<file path="config.mk">
export PLATFORM = sky130hd
export DESIGN_NAME = pwmc_top
export DESIGN_NICKNAME = d
export VERILOG_FILES = /design/src/pwmc_pkg.sv /design/src/pwmc_chan.sv /design/src/pwmc_top.sv
export SDC_FILE = /design/constraint.sdc
export NUM_CORES = 1
export LEC_CHECK = 0
export CAP_MARGIN = 0
export CORE_AREA = 3 3 375 229
export CTS_BUF_LIST = sky130_fd_sc_hd__clkbuf_4 sky130_fd_sc_hd__clkbuf_8 sky130_fd_sc_hd__clkbuf_16
export DETAILED_ROUTE_END_ITERATION = 10
export DIE_AREA = 0 0 378 232
export DONT_BUFFER_PORTS = 1
export PLACE_DENSITY = 0.49
export SYNTH_ARGS = -nofsm -noshare
export SYNTH_HDL_FRONTEND = slang
export SYNTH_SLANG_ARGS = --single-unit
export TNS_END_PERCENT = 30
</file>
<file path="constraint.sdc">
create_clock -name clk -period 3.6 [get_ports clk]
set_input_delay 0.72 -clock clk [delete_from_list [all_inputs] [get_ports clk]]
set_output_delay 0.72 -clock clk [all_outputs]
set_load 0.1 [all_outputs]
</file>
<file path="src/pwmc_pkg.sv">
package pwmc_pkg;
  localparam int PWMC_NCH = 6;
  localparam int PWMC_NPAIR = 3;
  localparam logic [7:0] PWMC_RST_BYTE = 8'h00;
  localparam logic [15:0] PWMC_RST_WORD = 16'h0000;
  localparam logic [5:0] PWMC_RST_CH = 6'h00;
  localparam logic [2:0] PWMC_RST_PAIR = 3'h0;
  localparam logic PWMC_DIR_UP = 1'b0;
  localparam int PWMC_SYNC_STAGES = 2;
endpackage

</file>
<file path="src/pwmc_chan.sv">
// One counter engine; 8-bit use keeps the top byte of its operands at zero.
module pwmc_chan (
  input wire logic clk,
  input wire logic nrst,
  input wire logic tick,
  input wire logic enable,
  input wire logic center_align,
  input wire logic polarity,
  input wire logic cnt_write,
  input wire logic [15:0] duty_buf,
  input wire logic [15:0] period_buf,
  output logic wave,
  output logic [15:0] count
);
  import pwmc_pkg::*;

  typedef struct packed {
    logic [15:0] cnt;
    logic down;
    logic ff;
    logic [15:0] duty;
    logic [15:0] period;
  } pwmc_chan_s;

  pwmc_chan_s st;
  pwmc_chan_s next_st;

  always_comb
  begin
    next_st = st;
    if (cnt_write)
    begin
      next_st.cnt = PWMC_RST_WORD;
      next_st.down = PWMC_DIR_UP;
      next_st.duty = duty_buf;
      next_st.period = period_buf;
      next_st.ff = polarity;
    end
    else if (st.period == PWMC_RST_WORD)
    begin
      next_st.cnt = PWMC_RST_WORD;
      next_st.down = PWMC_DIR_UP;
      next_st.duty = duty_buf;
      next_st.period = period_buf;
    end
    else if (enable && tick)
    begin
      if (!center_align)
      begin
        if (st.cnt + 16'h0001 >= st.period)
        begin
          next_st.cnt = PWMC_RST_WORD;
          next_st.ff = polarity;
          next_st.duty = duty_buf;
          next_st.period = period_buf;
        end
        else
        begin
          next_st.cnt = st.cnt + 16'h0001;
          if (st.cnt + 16'h0001 == st.duty)
          begin
            next_st.ff = ~polarity;
          end
        end
      end
      else if (!st.down)
      begin
        next_st.cnt = st.cnt + 16'h0001;
        if (st.cnt + 16'h0001 >= st.period)
        begin
          next_st.down = 1'b1;
        end
        if (st.cnt + 16'h0001 == st.duty)
        begin
          next_st.ff = ~st.ff;
        end
      end
      else
      begin
        next_st.cnt = st.cnt - 16'h0001;
        if (st.cnt - 16'h0001 == st.duty)
        begin
          next_st.ff = ~st.ff;
        end
        if (st.cnt == 16'h0001)
        begin
          next_st.down = PWMC_DIR_UP;
          next_st.ff = polarity;
          next_st.duty = duty_buf;
          next_st.period = period_buf;
        end
      end
    end
  end

  always_ff @(posedge clk)
  begin
    if (!nrst)
    begin
      st <= '0;
    end
    else
    begin
      st <= next_st;
    end
  end

  always_comb
  begin
    if (st.period == PWMC_RST_WORD)
    begin
      wave = polarity;
    end
    else if (st.duty == PWMC_RST_WORD)
    begin
      wave = ~polarity;
    end
    else if (st.duty >= st.period)
    begin
      wave = polarity;
    end
    else
    begin
      wave = st.ff;
    end
  end

  assign count = st.cnt;
endmodule // pwmc_chan

</file>
<file path="src/pwmc_top.sv">
// Functional notes
// Joined pair clocks from low-order channel select.
// Pairs map to channels five, three, one.
// Joined waveform drives low-order channel pin.
// Low-order polarity bit governs joined output.
// Only low-order enable acts; high pin off.
// Any counter byte write clears whole counter.
// Software reads joined counter in one access.
// Low-order align bit selects joined alignment.
// Zero duty or duty at period forces level.
// Zero period holds counter, output follows polarity.
// Counters start counting upward after reset.
// After reset channels disabled, counters still.
// One shutdown interrupt, gated by its enable.
// Flag sets on pin change or enabling; enabling sets it only while the synchronised pin is at shutdown_active_level.
// Even channel supplies high-order bytes.
// Join bits change only with pair disabled.
// Joined compare uses full sixteen-bit values.
module pwmc_top (
  input wire logic clk,
  input wire logic nrst,
  input wire logic [5:0] clock_ticks_a,
  input wire logic [5:0] clock_ticks_b,
  input wire logic [5:0] channel_clock_select,
  input wire logic [5:0] channel_enable_bit,
  input wire logic [5:0] channel_polarity_bit,
  input wire logic [5:0] channel_center_align,
  input wire logic [2:0] pair_join_control,
  input wire logic [47:0] channel_duty_value,
  input wire logic [47:0] channel_period_value,
  input wire logic [5:0] channel_counter_write,
  input wire logic shutdown_irq_enable,
  input wire logic shutdown_irq_flag_clear,
  input wire logic ch5_shutdown_input_enable,
  input wire logic shutdown_function_enable,
  input wire logic shutdown_active_level,
  input wire logic channel5_pin_in,
  output logic [5:0] channel_pin,
  output logic [47:0] channel_counter,
  output logic shutdown_irq_flag,
  output logic shutdown_irq
);
  import pwmc_pkg::*;

  typedef struct packed {
    logic [5:0] pins;
    logic [47:0] counts;
    logic sync1;
    logic sync2;
    logic pin_prev;
    logic func_prev;
    logic flag;
    logic irq;
  } pwmc_top_s;

  pwmc_top_s st;
  pwmc_top_s next_st;
  logic [5:0] tick;
  logic [5:0] en;
  logic [5:0] ca;
  logic [5:0] pol;
  logic [5:0] cwr;
  logic [95:0] duty_w;
  logic [95:0] per_w;
  logic [5:0] wave;
  logic [95:0] cnt_w;
  logic pin_moved;
  logic func_armed;
  logic flag_set;
  logic [5:0] pin_next;
  logic [47:0] cnt_view;

  // Selects channel i's tick from its clock select.
  function automatic logic sel_tick(input int i);
    return channel_clock_select[i] ? clock_ticks_b[i] : clock_ticks_a[i];
  endfunction

  // Builds a joined word with the even channel's byte on top.
  function automatic logic [15:0] join_word(input logic [7:0] hi_byte, input logic [7:0] lo_byte);
    return {hi_byte, lo_byte};
  endfunction

  // Widens one channel's byte for a stand-alone 8-bit engine.
  function automatic logic [15:0] lone_word(input logic [7:0] one_byte);
    return {PWMC_RST_BYTE, one_byte};
  endfunction

  // Shows the waveform of an enabled channel and its idle level otherwise.
  function automatic logic pin_level(input logic on, input logic w, input logic idle);
    return on ? w : idle;
  endfunction

  always_comb
  begin
    for (int p = 0; p < PWMC_NPAIR; p++)
    begin
      if (pair_join_control[p])
      begin
        tick[2*p+1] = sel_tick(2*p+1);
        tick[2*p] = 1'b0;
        en[2*p+1] = channel_enable_bit[2*p+1];
        en[2*p] = 1'b0;
        ca[2*p+1] = channel_center_align[2*p+1];
        ca[2*p] = 1'b0;
        pol[2*p+1] = channel_polarity_bit[2*p+1];
        pol[2*p] = channel_polarity_bit[2*p];
        cwr[2*p+1] = channel_counter_write[2*p+1] | channel_counter_write[2*p];
        cwr[2*p] = 1'b0;
        duty_w[32*p+16 +: 16] = join_word(channel_duty_value[16*p +: 8],
                                          channel_duty_value[16*p+8 +: 8]);
        per_w[32*p+16 +: 16] = join_word(channel_period_value[16*p +: 8],
                                         channel_period_value[16*p+8 +: 8]);
        duty_w[32*p +: 16] = PWMC_RST_WORD;
        per_w[32*p +: 16] = PWMC_RST_WORD;
      end
      else
      begin
        for (int k = 0; k < 2; k++)
        begin
          tick[2*p+k] = sel_tick(2*p+k);
          en[2*p+k] = channel_enable_bit[2*p+k];
          ca[2*p+k] = channel_center_align[2*p+k];
          pol[2*p+k] = channel_polarity_bit[2*p+k];
          cwr[2*p+k] = channel_counter_write[2*p+k];
          duty_w[32*p+16*k +: 16] = lone_word(channel_duty_value[16*p+8*k +: 8]);
          per_w[32*p+16*k +: 16] = lone_word(channel_period_value[16*p+8*k +: 8]);
        end
      end
    end
  end

  for (genvar c = 0; c < PWMC_NCH; c++)
  begin : g_ch
    pwmc_chan u_chan (
      .clk(clk),
      .nrst(nrst),
      .tick(tick[c]),
      .enable(en[c]),
      .center_align(ca[c]),
      .polarity(pol[c]),
      .cnt_write(cwr[c]),
      .duty_buf(duty_w[16*c +: 16]),
      .period_buf(per_w[16*c +: 16]),
      .wave(wave[c]),
      .count(cnt_w[16*c +: 16])
    );
  end

  // Maps engine waveforms and counts onto the channel pins and counter bytes.
  always_comb
  begin
    pin_next = st.pins;
    cnt_view = st.counts;
    for (int p = 0; p < PWMC_NPAIR; p++)
    begin
      if (pair_join_control[p])
      begin
        pin_next[2*p+1] = pin_level(en[2*p+1], wave[2*p+1], pol[2*p+1]);
        pin_next[2*p] = 1'b0;
        cnt_view[16*p+8 +: 8] = cnt_w[32*p+16 +: 8];
        cnt_view[16*p +: 8] = cnt_w[32*p+24 +: 8];
      end
      else
      begin
        for (int k = 0; k < 2; k++)
        begin
          pin_next[2*p+k] = pin_level(en[2*p+k], wave[2*p+k], pol[2*p+k]);
          cnt_view[16*p+8*k +: 8] = cnt_w[32*p+16*k +: 8];
        end
      end
    end
  end

  // Detects the two shutdown events on the synchronised pin level.
  always_comb
  begin
    pin_moved = ch5_shutdown_input_enable && (st.sync2 != st.pin_prev);
    func_armed = shutdown_function_enable && !st.func_prev;
    flag_set = pin_moved || (func_armed && (st.sync2 == shutdown_active_level));
  end

  // A shutdown event in the same cycle as a clear keeps the flag set.
  always_comb
  begin
    next_st = st;
    next_st.sync1 = channel5_pin_in;
    next_st.sync2 = st.sync1;
    next_st.pin_prev = st.sync2;
    next_st.func_prev = shutdown_function_enable;
    next_st.pins = pin_next;
    next_st.counts = cnt_view;
    if (shutdown_irq_flag_clear)
    begin
      next_st.flag = 1'b0;
    end
    if (flag_set)
    begin
      next_st.flag = 1'b1;
    end
    next_st.irq = next_st.flag & shutdown_irq_enable;
  end

  always_ff @(posedge clk)
  begin
    if (!nrst)
    begin
      st <= '0;
    end
    else
    begin
      st <= next_st;
    end
  end

  assign channel_pin = st.pins;
  assign channel_counter = st.counts;
  assign shutdown_irq_flag = st.flag;
  assign shutdown_irq = st.irq;
endmodule // pwmc_top

</file>
==> run summary <==
The flow ran to the end, and the final reports show no timing, DRC or antenna violations. Count of final setup violators: 0. Prior to clock tree synthesis, the placed netlist has a worst setup slack of -0.323 ns. Synthesized-area fraction occupied by adder cells: 8.20%. The vertical extent of the die is 232 um, and the core area is 0.0829 sq mm.

The compound-cell area share of the yosys netlist was 20.1%. Clock-pin slew reported for the worst setup and hold paths after clock tree synthesis: 0.06 ns. The type of the setup path with the least slack was flip-flop to flip-flop. The count of port buffers added during placement was 0.

Setup repair after global routing could not meet its margin everywhere. The instance count along the most critical hold path came out at 1. Power comes to 11000 uW. Data required time at the worst endpoint: 4.05 ns. For this run the aggregate overflow at the end of global routing stands at 0. TritonCTS built the clock tree. Max-cap violations in this run came to 0.

The worst setup path is captured at a flip-flop. Yosys printed 0 warnings. The H-tree generated during clock tree synthesis spans 2 levels.

Entering global routing, the biggest net connects 145 pins. The total number of vias was 24300. The floorplan has 82 rows. After the first detailed-routing iteration, the DRC count stood at 2539. For this run, the leading register cell type out of synthesis is dfxtp_1. The worst setup path is launched from a flip-flop.

The highest fanout seen on the critical path was 9. Dividing total power by cell area gives a power density of 391 mW/mm^2. STA puts the critical path data arrival time at 3.90 ns. The count of nets left with antenna violations once routing finished came out at 0. For the number of antenna violations at the first check in global routing, the log shows 3. After technology mapping, the gate count stands at 3261. The clock latency on the worst-skew pair came out at 0.58 ns.

The first global-routing pass estimated 140 mm of wire. After detailed routing, the average wire length per cell comes to 21.3 um. At the end of routability-driven placement, the weighted congestion stood at 0.931. The depth of the most critical reg-to-reg path was 15. The run gives 0 as the max-slew violation count. The number of global-route vias before repair is 21700.

The die covers 0.0877 sq mm. For this run, the register share of the synthesized area comes to 25.3%. After layout, the worst setup slack is 0.150 ns. For this run, the total global-route usage over all layers was measured as 20.3%. The tools report the achievable clock frequency as 290 MHz. For the total clock sinks, the log shows 312. After synthesis the cells add up to 0.0247 sq mm. The synthesized design spends more area on one cell type than any other, namely dfxtp_1. The run gives 0.223 ns as the final-layout worst hold slack.

For the post-cts hold buffer count, the log shows 0. The final critical path takes up 95.8% of the cycle. In this run, distinct cell masters in the synthesized netlist total 98. The tools report the final cell area excluding filler cells as 0.0281 sq mm. The xor/xnor cell area share of the yosys netlist is 8.06%, and the initial core utilization is 29.8%. The most common cell in the synthesized netlist is nand2_1. For the leakage component of the power, the log shows 0.0110 uW.

Final routed DRC violation total: 0. Headroom to the max-slew limit came out at 26.7%. The buffer levels on the longest clock path is 3, and the slew at the pin closest to its max-slew limit is 1.10 ns. The synthesized netlist devotes 26.7% of its cell area to simple gates. For the final database, setup skew stands at 0.0229 ns. The share of cell area taken by muxes after synthesis is 4.00%. The final layout contains routed wiring with a total length of 92.7 mm. Synthesis inferred 312 register bits. The run gives 0.366 mV as the maximum vdd drop.

Final period demand of the worst path: 3.45 ns. The final-report hold violation count was 0; the I/O pin count was 205. After synthesis, the largest family of logic cells by area is simple AND/OR/NAND/NOR gates.

The tightest min-delay check is of the primary input to flip-flop type. The first detailed-routing pass ran for 5 iterations. Yosys attributes the largest share of cell area to dfxtp_1 (25%), ha_1 (8.2%), a21oi_1 (5.1%). The synthesized netlist net count is 3572, and the post-detailed-placement half-perimeter wirelength is 71.0 mm. Proportion of netlist area held by the largest area contributor: 25.3%. By count the netlist is led by nand2_1 (334), dfxtp_1 (312), a21oi_1 (253). In this run the mean area of a mapped cell was 7.58 sq um. The tools report the count of nets after finishing as 3549.

After detailed routing, the number of vias per cell comes to 5.56. From synthesis to final layout, the design area changed by 13.8%. For the placed standard-cell area, the log shows 0.0265 sq mm. The post-route netlist has 13.1% of its cells at a drive strength greater than 1. From left edge to right edge, the die measures 378 um. The synthesized design contains 0 enable-type register cells.

The filler cells instantiated in the layout total 8779. The clock tree root buffer cell was clkbuf_16. TritonCTS created 39 clock buffers. In the synthesized netlist the async set-or-reset flop fraction comes to 0%.
[cell type report]
class                   instances  area [sq um]  share of cell area, %
diodes                          1          2.50                0.00889
clock buffers                  51          1130                   4.02
clock inverters                19           277                  0.983
inverters                     135           509                   1.81
multi-input cells            2524         16800                   59.7
flip-flops and latches        312          6250                   22.2
well taps                    1092          1370                   4.86
repair buffers                226          1790                   6.35
[report_power, final]
| group | switching, uW | total (uW) | internal, uW |
|---|---|---|---|
| clock | 1770 | 4430 | 2660 |
| sequential | 336 | 3960 | 3620 |
| combinational | 1580 | 2620 | 1040 |
| total | 3680 | 11000 | 7320 |
[logic make-up (layout without fill, tap and decap cells)]
group	count (synthesis)	in the layout
compound gates	783	783
simple gates	1258	1259
mux	97	97
buf+inv	426	431
other cells	0	1
xor+xnor	223	223
flops	312	312
fa+ha+maj	162	162
[sequential cells by signal, summed over array words and instances (netlist names)]
signal,cells
g_ch.u_chan.count,96
channel_pin,6
shutdown_irq,1
st,2
g_ch.u_chan.st,156
channel_counter,48
next_st,2
shutdown_irq_flag,1
[through the flow]
step                TNS (ns)  std cells  utilization (%)
CTS                        0       4352             33.6
floorplan             -0.753       3261                -
global placement       -6.57       4280             31.9
global route          -0.101       4360             33.9
detailed placement     -6.15       4280             31.9
finish                     0       4360             33.9
[path summary, 6_finish.rpt]
path                                        startpoint                              endpoint  slack [ns]
setup / recovery  g_ch[1].u_chan.count[1]$_SDFFE_PP0P_  g_ch[1].u_chan.count[9]$_SDFFE_PP0P_        0.15
hold / removal                    pair_join_control[2]             channel_pin[4]$_SDFF_PP0_        0.22
setup reg to reg  g_ch[1].u_chan.count[1]$_SDFFE_PP0P_  g_ch[1].u_chan.count[9]$_SDFFE_PP0P_        0.15
hold reg to reg      g_ch[4].u_chan.st[3]$_SDFFE_PN0P_     g_ch[4].u_chan.st[3]$_SDFFE_PN0P_        0.47
[routing by layer]
metal / vias to the layer above / wire length [um] / GRT usage, %
met5: - / 0 / 0
met4: 0 / 1090 / 2.93
met3: 72 / 10000 / 5.62
met2: 1091 / 31900 / 24.0
met1: 11400 / 49600 / 34.5
li1: 11700 / - / -
[cell usage in the layout (no fill, tap or decap), types with 82 or more instances in the layout]
master	count
nor3_1	86
inv_1	133
nor2_1	210
dfxtp_1	307
xnor2_1	132
nand2_1	332
xor2_1	82
buf_4	218
mux2i_1	82
ha_1	161
o21ai_0	180
a21oi_1	249
nand3_1	191
[repair_timing]
action / 4_1_cts / 5_1_grt
setup endpoints to repair: 48 / 169
resized for setup: 2 / 45
buffers inserted: 2 / 6
pin swaps: 2 / 11
gates cloned: 0 / 1
[worst max-delay path, stage by stage (launching register included)]
cell and delay (ns):
dfxtp_1 0.35, buf_4 0.17, nand2_2 0.10, nor3_1 0.20, buf_4 0.17, xnor2_1 0.15
ha_1 0.27, a21o_1 0.16, a21o_1 0.18, a2111oi_2 0.39, o211a_1 0.22, o21ai_2 0.06
buf_4 0.17, a21oi_2 0.23, a21oi_1 0.11, a2111oi_0 0.38
(Power assumes the default switching activity.)
